$ cat src/embpc_map.vh
// Purpose: constants for the external memory bus pin control block
// Assumes: included by bare name
// Notes: widths are fixed
`ifndef EMBPC_MAP_VH
`define EMBPC_MAP_VH
`define EMBPC_DATA_W 16
`define EMBPC_ADDR_W 17
`define EMBPC_FIFO_DEPTH 16
`define EMBPC_FIFO_AW 4
`define EMBPC_CMD_W 35
`define EMBPC_STROBE_NS 200
`define EMBPC_CLK_NS 100
`define EMBPC_STROBE_CYC ((`EMBPC_STROBE_NS + `EMBPC_CLK_NS - 1) / `EMBPC_CLK_NS)
`define EMBPC_PF_RST 16'hFFFF
`define EMBPC_PD_RST 4'hF
`define EMBPC_PB_RST 1'h1
`define EMBPC_SPUD_RST 1'h0
`define EMBPC_DRV_RST 1'h0
`define EMBPC_BIT_WR 34
`define EMBPC_BIT_PROG 33
`endif

$ cat src/embpc_ctrl.v
// Purpose: external memory bus pin control with shared port functions
// Assumes: pins pass as input, output and output enable; pads resolve them
// Notes: configuration bits are plain ports, except the port b peripheral enable register
// Function
// - read strobe low throughout each external read cycle
// - data pins released to inputs while read strobe is low
// - read data captured when read strobe rises
// - store strobe low with write data driven onto data pins
// - address and selects valid only while a strobe is asserted
// - bus drive bit low floats address, data, controls when idle
// - chip select zero is program memory select, low on program access
// - chip select one is data memory select, low on data access
// - chip selects two, three region selects; port pins after reset
// - top address pin function at reset from boot, mode, security
// - port b peripheral enable writes override reset pin function
// - data pins default to bus; each may switch to port f
// - in reset data, strobe, select outputs off, pull-ups on
// - clearing pull-up bit n disables pull-up of port f or b pin n; port d bit n acts on chip select line n
// - control-pins bit in system pull-up disable turns strobe pull-ups off
// - each shared pin in port role is individually input or output
`timescale 1ns/10ps
`default_nettype none
`include "embpc_map.vh"
module embpc_ctrl (
  input wire clk_sys,
  input wire arst_n,
  input wire req_valid,
  output wire req_ready,
  input wire req_write,
  input wire req_program,
  input wire [16:0] req_addr,
  input wire [15:0] req_wdata,
  output reg rd_valid_q,
  output reg [15:0] rd_data_q,
  output wire busy,
  input wire bus_drive_bit,
  input wire cs2_region_hit,
  input wire cs3_region_hit,
  input wire boot_source_input,
  input wire memory_interface_mode_input,
  input wire flash_secure,
  input wire port_b_per_we,
  input wire port_b_per_wdata,
  output reg port_b_peripheral_enable_q,
  input wire [15:0] port_f_peripheral_enable,
  input wire [1:0] port_d_peripheral_enable,
  input wire [15:0] port_f_pullup_enable,
  input wire [3:0] port_d_pullup_enable,
  input wire port_b_pullup_enable,
  input wire system_pullup_disable_ctrl,
  input wire [15:0] port_f_dir,
  input wire [15:0] port_f_out,
  output wire [15:0] port_f_in,
  input wire [3:0] port_d_dir,
  input wire [3:0] port_d_out,
  output wire [3:0] port_d_in,
  input wire port_b_dir,
  input wire port_b_out,
  output wire port_b_in,
  output wire [15:0] addr_lo_o,
  output wire [15:0] addr_lo_oe,
  input wire port_b_pin_zero_i,
  output wire port_b_pin_zero_o,
  output wire port_b_pin_zero_oe,
  output wire port_b_pin_zero_pu,
  input wire [15:0] data_i,
  output wire [15:0] data_o,
  output wire [15:0] data_oe,
  output wire [15:0] data_pu,
  output wire read_strobe_n_o,
  output wire read_strobe_n_oe,
  output wire store_strobe_n_o,
  output wire store_strobe_n_oe,
  output wire strobe_pu,
  output wire [3:0] chip_select_lines_o,
  output wire [3:0] chip_select_lines_oe,
  output wire [3:0] chip_select_lines_pu,
  input wire [3:0] chip_select_lines_i
);
  localparam ST_IDLE = 3'b001;
  localparam ST_RD = 3'b010;
  localparam ST_WR = 3'b100;
  localparam integer STB_CYC_I = `EMBPC_STROBE_CYC;
  localparam [1:0] STB_CYC = STB_CYC_I[1:0];

  function [3:0] sync_bits;
    input [3:0] s2;
    input [3:0] s3;
    input [3:0] prev;
    integer k;
    begin
      for (k = 0; k < 4; k = k + 1) begin
        sync_bits[k] = (s2[k] == s3[k]) ? s3[k] : prev[k];
      end
    end
  endfunction

  // enable of a shared pin: bus role follows drive, port role its direction
  function pin_en;
    input bus;
    input drv_en;
    input dir;
    begin
      pin_en = bus ? drv_en : dir;
    end
  endfunction

  wire f_valid;
  wire f_ready;
  // request word: write, program, address, write data
  wire [34:0] f_data;
  embpc_fifo #(
    .WIDTH(`EMBPC_CMD_W),
    .DEPTH(`EMBPC_FIFO_DEPTH),
    .AW(`EMBPC_FIFO_AW)
  ) u_fifo (
    .clk_sys(clk_sys),
    .arst_n(arst_n),
    .in_valid(req_valid),
    .in_ready(req_ready),
    .in_data({req_write, req_program, req_addr, req_wdata}),
    .out_valid(f_valid),
    .out_ready(f_ready),
    .out_data(f_data)
  );

  reg [2:0] st_q;
  // strobe counter, loaded as a cycle starts; the cycle ends at zero
  reg [1:0] cnt_q;
  reg [16:0] addr_q;
  reg [15:0] wdat_q;
  reg prog_q;
  reg cs2_q;
  reg cs3_q;
  reg strap_done_q;
  // three-stage pin synchronisers; data pins read only through them
  reg [15:0] d_s1_q, d_s2_q, d_s3_q;
  reg [15:0] pf_s1_q, pf_s2_q, pf_s3_q, pf_q;
  reg [3:0] pd_s1_q, pd_s2_q, pd_s3_q, pd_q;
  reg [2:0] pb_s_q;
  reg pb_q;

  wire in_rd = st_q[1];
  wire in_wr = st_q[2];
  wire active = in_rd | in_wr;
  wire done = active & (cnt_q == 2'd0);
  assign f_ready = st_q[0];
  assign busy = ~st_q[0];

  always @(posedge clk_sys or negedge arst_n) begin
    if (!arst_n) begin
      st_q <= ST_IDLE;
      cnt_q <= 2'd0;
      addr_q <= 17'h00000;
      wdat_q <= 16'h0000;
      prog_q <= 1'b0;
      cs2_q <= 1'b0;
      cs3_q <= 1'b0;
      rd_valid_q <= 1'b0;
      rd_data_q <= 16'h0000;
    end else begin
      rd_valid_q <= 1'b0;
      case (st_q)
        ST_IDLE: begin
          if (f_valid) begin
            addr_q <= f_data[32:16];
            wdat_q <= f_data[15:0];
            prog_q <= f_data[`EMBPC_BIT_PROG];
            cs2_q <= cs2_region_hit;
            cs3_q <= cs3_region_hit;
            cnt_q <= STB_CYC + 2'd1;
            // one state only, so strobes exclusive
            st_q <= f_data[`EMBPC_BIT_WR] ? ST_WR : ST_RD;
          end
        end
        ST_RD: begin
          if (done) begin
            // capture as strobe rises; pins sampled through synchroniser
            rd_data_q <= d_s3_q;
            rd_valid_q <= 1'b1;
            st_q <= ST_IDLE;
          end else begin
            cnt_q <= cnt_q - 2'd1;
          end
        end
        ST_WR: begin
          if (done) begin
            st_q <= ST_IDLE;
          end else begin
            cnt_q <= cnt_q - 2'd1;
          end
        end
        default: st_q <= ST_IDLE;
      endcase
    end
  end

  // reset pin function of the shared top address pin, overridable
  always @(posedge clk_sys or negedge arst_n) begin
    if (!arst_n) begin
      strap_done_q <= 1'b0;
      port_b_peripheral_enable_q <= 1'b0;
    end else if (!strap_done_q) begin
      strap_done_q <= 1'b1;
      port_b_peripheral_enable_q <= boot_source_input & memory_interface_mode_input
                                    & ~flash_secure;
    end else if (port_b_per_we) begin
      port_b_peripheral_enable_q <= port_b_per_wdata;
    end
  end

  always @(posedge clk_sys or negedge arst_n) begin
    if (!arst_n) begin
      d_s1_q <= 16'h0000;
      d_s2_q <= 16'h0000;
      d_s3_q <= 16'h0000;
      pf_s1_q <= 16'h0000;
      pf_s2_q <= 16'h0000;
      pf_s3_q <= 16'h0000;
      pf_q <= 16'h0000;
      pd_s1_q <= 4'h0;
      pd_s2_q <= 4'h0;
      pd_s3_q <= 4'h0;
      pd_q <= 4'h0;
      pb_s_q <= 3'h0;
      pb_q <= 1'b0;
    end else begin
      d_s1_q <= data_i;
      d_s2_q <= d_s1_q;
      d_s3_q <= d_s2_q;
      pf_s1_q <= data_i;
      pf_s2_q <= pf_s1_q;
      pf_s3_q <= pf_s2_q;
      pf_q[3:0] <= sync_bits(pf_s2_q[3:0], pf_s3_q[3:0], pf_q[3:0]);
      pf_q[7:4] <= sync_bits(pf_s2_q[7:4], pf_s3_q[7:4], pf_q[7:4]);
      pf_q[11:8] <= sync_bits(pf_s2_q[11:8], pf_s3_q[11:8], pf_q[11:8]);
      pf_q[15:12] <= sync_bits(pf_s2_q[15:12], pf_s3_q[15:12], pf_q[15:12]);
      pd_s1_q <= {chip_select_lines_i[1:0], chip_select_lines_i[3:2]};
      pd_s2_q <= pd_s1_q;
      pd_s3_q <= pd_s2_q;
      pd_q <= sync_bits(pd_s2_q, pd_s3_q, pd_q);
      pb_s_q <= {pb_s_q[1:0], port_b_pin_zero_i};
      if (pb_s_q[1] == pb_s_q[2]) begin
        pb_q <= pb_s_q[2];
      end
    end
  end
  assign port_f_in = pf_q;
  assign port_d_in = pd_q;
  assign port_b_in = pb_q;

  // drive when active, or when idle with the drive bit set
  wire drv = active | bus_drive_bit;
  // reset forces enables low through the flops' reset values
  wire run = strap_done_q;
  wire pu_force = ~run;

  assign read_strobe_n_o = ~in_rd;
  assign store_strobe_n_o = ~in_wr;
  assign read_strobe_n_oe = run & drv;
  assign store_strobe_n_oe = run & drv;
  assign strobe_pu = ~system_pullup_disable_ctrl | pu_force;

  // address and selects qualified by strobes; held stable while active
  assign addr_lo_o = addr_q[15:0];
  assign addr_lo_oe = {16{run & drv}};
  wire pb_bus = port_b_peripheral_enable_q;
  assign port_b_pin_zero_o = pb_bus ? addr_q[16] : port_b_out;
  assign port_b_pin_zero_oe = run & pin_en(pb_bus, drv, port_b_dir);
  assign port_b_pin_zero_pu = port_b_pullup_enable | pu_force;

  // data pins: bus role unless switched to port f
  genvar g;
  generate
    for (g = 0; g < 16; g = g + 1) begin : g_dat
      wire bus_role = ~port_f_peripheral_enable[g];
      assign data_o[g] = bus_role ? wdat_q[g] : port_f_out[g];
      // released during reads, driven during writes or idle drive
      assign data_oe[g] = run & pin_en(bus_role, ~in_rd & (in_wr | bus_drive_bit),
                                       port_f_dir[g]);
      assign data_pu[g] = port_f_pullup_enable[g] | pu_force;
    end
  endgenerate

  // select zero is program, one is data memory select
  wire [3:0] cs_n;
  assign cs_n[0] = ~(active & prog_q);
  assign cs_n[1] = ~(active & ~prog_q);
  assign cs_n[2] = ~(active & cs2_q);
  assign cs_n[3] = ~(active & cs3_q);
  // two and three are port d pins unless enabled for the bus
  assign chip_select_lines_o[1:0] = cs_n[1:0];
  assign chip_select_lines_oe[1:0] = {2{run & drv}};
  assign chip_select_lines_o[2] = port_d_peripheral_enable[0] ? cs_n[2] : port_d_out[0];
  assign chip_select_lines_o[3] = port_d_peripheral_enable[1] ? cs_n[3] : port_d_out[1];
  assign chip_select_lines_oe[2] = run & pin_en(port_d_peripheral_enable[0], drv, port_d_dir[0]);
  assign chip_select_lines_oe[3] = run & pin_en(port_d_peripheral_enable[1], drv, port_d_dir[1]);
  assign chip_select_lines_pu = port_d_pullup_enable | {4{pu_force}};
  wire unused_ok = &{port_d_dir[3:2], port_d_out[3:2], 1'b0};
endmodule
`default_nettype wire

$ cat src/embpc_fifo.v
// Purpose: request fifo for the external memory bus
// Assumes: single clock
// Notes: read data come out of a register
`timescale 1ns/10ps
`default_nettype none
module embpc_fifo #(
  parameter WIDTH = 34,
  parameter DEPTH = 16,
  parameter AW = 4
) (
  input wire clk_sys,
  input wire arst_n,
  input wire in_valid,
  output wire in_ready,
  input wire [WIDTH-1:0] in_data,
  output wire out_valid,
  input wire out_ready,
  output reg [WIDTH-1:0] out_data
);
  reg [WIDTH-1:0] mem [0:DEPTH-1];
  reg [AW:0] wp_q;
  reg [AW:0] rp_q;
  reg ov_q;
  wire [AW:0] cnt = wp_q - rp_q;
  wire full = (cnt == DEPTH[AW:0]);
  wire empty = (wp_q == rp_q);
  wire pop = (~ov_q | out_ready) & ~empty;
  assign in_ready = ~full;
  assign out_valid = ov_q;
  always @(posedge clk_sys) begin
    if (in_valid & ~full) begin
      mem[wp_q[AW-1:0]] <= in_data;
    end
  end
  always @(posedge clk_sys or negedge arst_n) begin
    if (!arst_n) begin
      wp_q <= {(AW+1){1'b0}};
      rp_q <= {(AW+1){1'b0}};
      ov_q <= 1'b0;
      out_data <= {WIDTH{1'b0}};
    end else begin
      if (in_valid & ~full) begin
        wp_q <= wp_q + 1'b1;
      end
      if (pop) begin
        out_data <= mem[rp_q[AW-1:0]];
        rp_q <= rp_q + 1'b1;
        ov_q <= 1'b1;
      end else if (out_ready) begin
        ov_q <= 1'b0;
      end
    end
  end
endmodule
`default_nettype wire

$ cat config.mk
export PLATFORM = sky130hd
export DESIGN_NAME = embpc_ctrl
export DESIGN_NICKNAME = d
export VERILOG_FILES = /design/src/embpc_ctrl.v /design/src/embpc_fifo.v
export VERILOG_INCLUDE_DIRS = /design/src
export SDC_FILE = /design/constraint.sdc
export NUM_CORES = 1
export LEC_CHECK = 0
export ABC_CLOCK_PERIOD_IN_PS = 6600
export BUFFER_PORTS_ARGS = -buffer_cell sky130_fd_sc_hd__buf_2
export CORE_MARGIN = 2
export CORE_UTILIZATION = 54
export CTS_CLUSTER_DIAMETER = 60
export DETAILED_ROUTE_END_ITERATION = 8
export GPL_ROUTABILITY_DRIVEN = 0
export PLACE_DENSITY_LB_ADDON = 0.12
export SETUP_SLACK_MARGIN = 0.02
export SYNTH_ARGS = -nofsm -noshare
export SYNTH_HDL_FRONTEND = slang
export SYNTH_SLANG_ARGS = --single-unit
$ cat constraint.sdc
create_clock -name clk_sys -period 6.6 [get_ports clk_sys]
set_input_delay 1.32 -clock clk_sys [delete_from_list [all_inputs] [get_ports clk_sys]]
set_output_delay 1.32 -clock clk_sys [all_outputs]
set_load 0.1 [all_outputs]
==> results.yml <==
power:
  p_leak_nw: 12.3
  ir_drop_mv: 0.364
  power_density_mw_per_mm2: 471
sta:
  maxSlewHeadroom_pct: 25.8
  rsz0062_at_grt: "false"
  worst_pin_slew_ns: 1.11
  fin_hold_ws_ns: 0.347
  tns_ns: 0
  slew_violations: 0
  report.final.hold_viol_count: 0
  final.period_utilization_pct: 79.0
  fin_worst_skew_ns: 0.0179
  setup_viol: 0
  fin_crit_ns: 5.21
  max_clock_freq_mhz: 192
grt:
  grt_max_degree: 113
  grt_remaining_overflow: 0
  grt_usage_pct: 23.8
  antenna_found_initial: 16
  grt_pass1_wl_um: 96100
  grt_pass1_vias: 14800
route:
  viasPerCell: 5.85
  wl_per_cell_um: 26.1
  first_pass_iters: 5
  final_antenna_net_count: 0
  drt_wl_total_um: 65100
  num_vias: 14600
  drt_iter0_drc: 1132
  drcViolationCount: 0
layout:
  areaGrowthSynthToFinish_pct: 16.0
  drive_above_1_share_pct: 37.4
  multi_input_area_sq_mm: 0.00667
  register_area_sq_mm: 0.0216
  n_fill_cell: 3651
  nNetsFinal: 1902
run_status:
  outcome: "complete, no violations"
floorplan:
  dieWidth_um: 235
  dieArea_sq_mm: 0.0551
  die_y_um: 235
  ioPinCount: 290
  core-area_sq_mm: 0.0526
  std_cell_rows: 84
  initial_core_util_pct: 54.7
clocking:
  cts_tree: "built"
  cts_sinks: 750
  root_buffer: "clkbuf_16"
  htreeDepth: 3
  post_cts_resized: 0
  clock_latency_ns: 0.60
  cts_buffers: 75
  hold_buffers: 0
  post_cts_buffers: 0
  ctsLongestPathBuffers: 3
  clkTransAtPathRegs_ns: 0.06
place:
  hpwlAfterDp_um: 36500
  port_buffers: 285
synthesis:
  synth_nets: 1600
  synth_cell_types: 53
  synth_area_per_cell_sq_um: 19.9
  syn_area_sq_mm: 0.0287
  ys_seq_elements: 750
  ys_warn_count: 0
  seq_area_frac_synth_pct: 75.1
  ys.flop_type: "edfxtp_1"
  synthArstFlopShare_pct: 25.3
  synth_edf_count: 560
  syn_inst: 1441
critical_path:
  critPathMaxFanout: 48
  start_kind: "flop"
  cp.arrival_ns: 3.89
  crit_type: "flop to primary output"
  cpPeakStageDelay_ns: 0.88
  critPathCaptureType: "primary output"
  worst_path_max_delay_cell: "dfrtp_4"
  cp.required_ns: 5.28
  cp_common_cell: "inv_1"
  path_cells: "inv_1 > ha_1 > nor2b_1 > o21bai_1 > nand4_1 > a21oi_4 > inv_1 > buf_2"
worst_hold_path:
  hold_path.class: "flop to flop"
flow_run:
  maxCapViolations: 0
-- cells in the final DEF, fill, tap and decap left out, types with 9 or more instances in the layout --
master,netlist,routed
edfxtp_1,560,560
buf_2,29,284
dfrtp_1,189,187
mux4_2,140,140
clkbuf_16,0,79
nand2_1,72,72
mux2_2,70,70
mux2i_1,70,70
buf_4,36,39
o221ai_1,35,35
nand2b_1,29,29
o21ai_0,22,21
maj3_1,21,21
clkbuf_1,24,21
nor3_2,1,16
and2_1,16,16
clkinv_2,0,14
inv_1,11,11
nor2_1,12,10
ha_1,10,10
diode_2,0,9
-- per-layer routing --
metal	vias up	part of all wire [%]	GRT usage (%)
met5	-	0.077	0
met4	8	3.2	9.19
met3	132	6.8	4.24
met2	568	49	38.6
met1	7599	41	32.6
li1	6296	-	-
-- path summary, 6_finish.rpt --
kind / start / slack, ns / cells past startpoint / to
max: u_fifo.rp_q[1]$_DFFE_PN0P_ / 1.39 / 8 / req_ready
min: pf_s1_q[9]$_DFF_PN0_ / 0.35 / 0 / pf_s2_q[9]$_DFF_PN0_
max reg2reg: u_fifo.rp_q[1]$_DFFE_PN0P_ / 2.43 / 8 / u_fifo.mem[14][19]$_DFFE_PP_
min reg2reg: pf_s1_q[9]$_DFF_PN0_ / 0.35 / 0 / pf_s2_q[9]$_DFF_PN0_
max in group asynchronous: arst_n / 4.50 / 2 / port_d_in[2]$_DFFE_PN0N_
min in group asynchronous: arst_n / 0.78 / 1 / rd_data_q[10]$_DFFE_PN0P_
-- report_power, final --
group / internal, W / leakage (nW) / switching [W]
Combinational: 0.00180 / 3.74 / 0.00346
Clock: 0.00247 / 1.19 / 0.00170
Sequential: 0.00581 / 7.34 / 0.000457
-- Yosys cell counts, types with 12 or more instances --
library cell / n / share of area (%)
edfxtp_1: 560 / 59
dfrtp_1: 189 / 16
mux4_2: 140 / 11
nand2_1: 72 / 0.94
mux2_2: 70 / 2.7
mux2i_1: 70 / 2.4
buf_4: 36 / 0.94
o221ai_1: 35 / 1.1
buf_2: 29 / 0.51
nand2b_1: 29 / 0.63
clkbuf_1: 24 / 0.31
o21ai_0: 22 / 0.38
maj3_1: 21 / 0.73
nor3_1: 19 / 0.33
and2_1: 16 / 0.35
nor2_1: 12 / 0.16
-- area by class of cell --
type / count / share of cell area (%)
Multi-Input combinational cell: 579 / 20.0
Clock inverter: 31 / 0.916
Tap cell: 688 / 2.58
Timing Repair Buffer: 325 / 5.25
Sequential cell: 750 / 64.7
Clock buffer: 104 / 6.33
Inverter: 12 / 0.143
Antenna cell: 9 / 0.0675
-- per-stage QoR --
| stage | setup WS, ns | power [W] | cell area, sq um | cells | util, % |
|---|---|---|---|---|---|
| after detailed placement | 2.01 | 0.0117 | 30900 | 2354 | 58.8 |
| after floorplan | 1.38 | 0.0104 | 28700 | 1441 | - |
| after global routing | 1.11 | 0.0164 | 33300 | 2496 | 63.4 |
| final | 1.39 | 0.0157 | 33300 | 2498 | 63.5 |
| after CTS | 1.34 | 0.0159 | 33300 | 2489 | 63.4 |
| after global placement | 2.04 | 0.0116 | 30900 | 2354 | 58.8 |
-- critical path, delay by kind of cell, from the launching register on --
kind / cells / cell delay (ns)
fa+ha+maj: 1 / 0.39
buf+inv: 3 / 0.56
simple gates: 2 / 0.52
compound gates: 2 / 0.93
flops: 1 / 0.88
-- kinds of logic after synthesis --
kind of cell	count (synthesis)	share of synthesized area (%)
flops	750	75.1
mux	281	16.2
buf+inv	112	2.09
compound gates	85	2.23
other cells	1	0.0130
xor+xnor	9	0.300
fa+ha+maj	31	1.17
simple gates	172	2.94
-- registers in the layout, summed over array words and instances, names as in the netlist, 16 cells and up --
signal,flops
u_fifo.mem,560
u_fifo.out_data,35
addr_q,17
pf_s1_q,16
pf_s2_q,16
pf_s3_q,16
port_f_in,16
rd_data_q,16
wdat_q,16
Power figures use the tool's default switching activity.
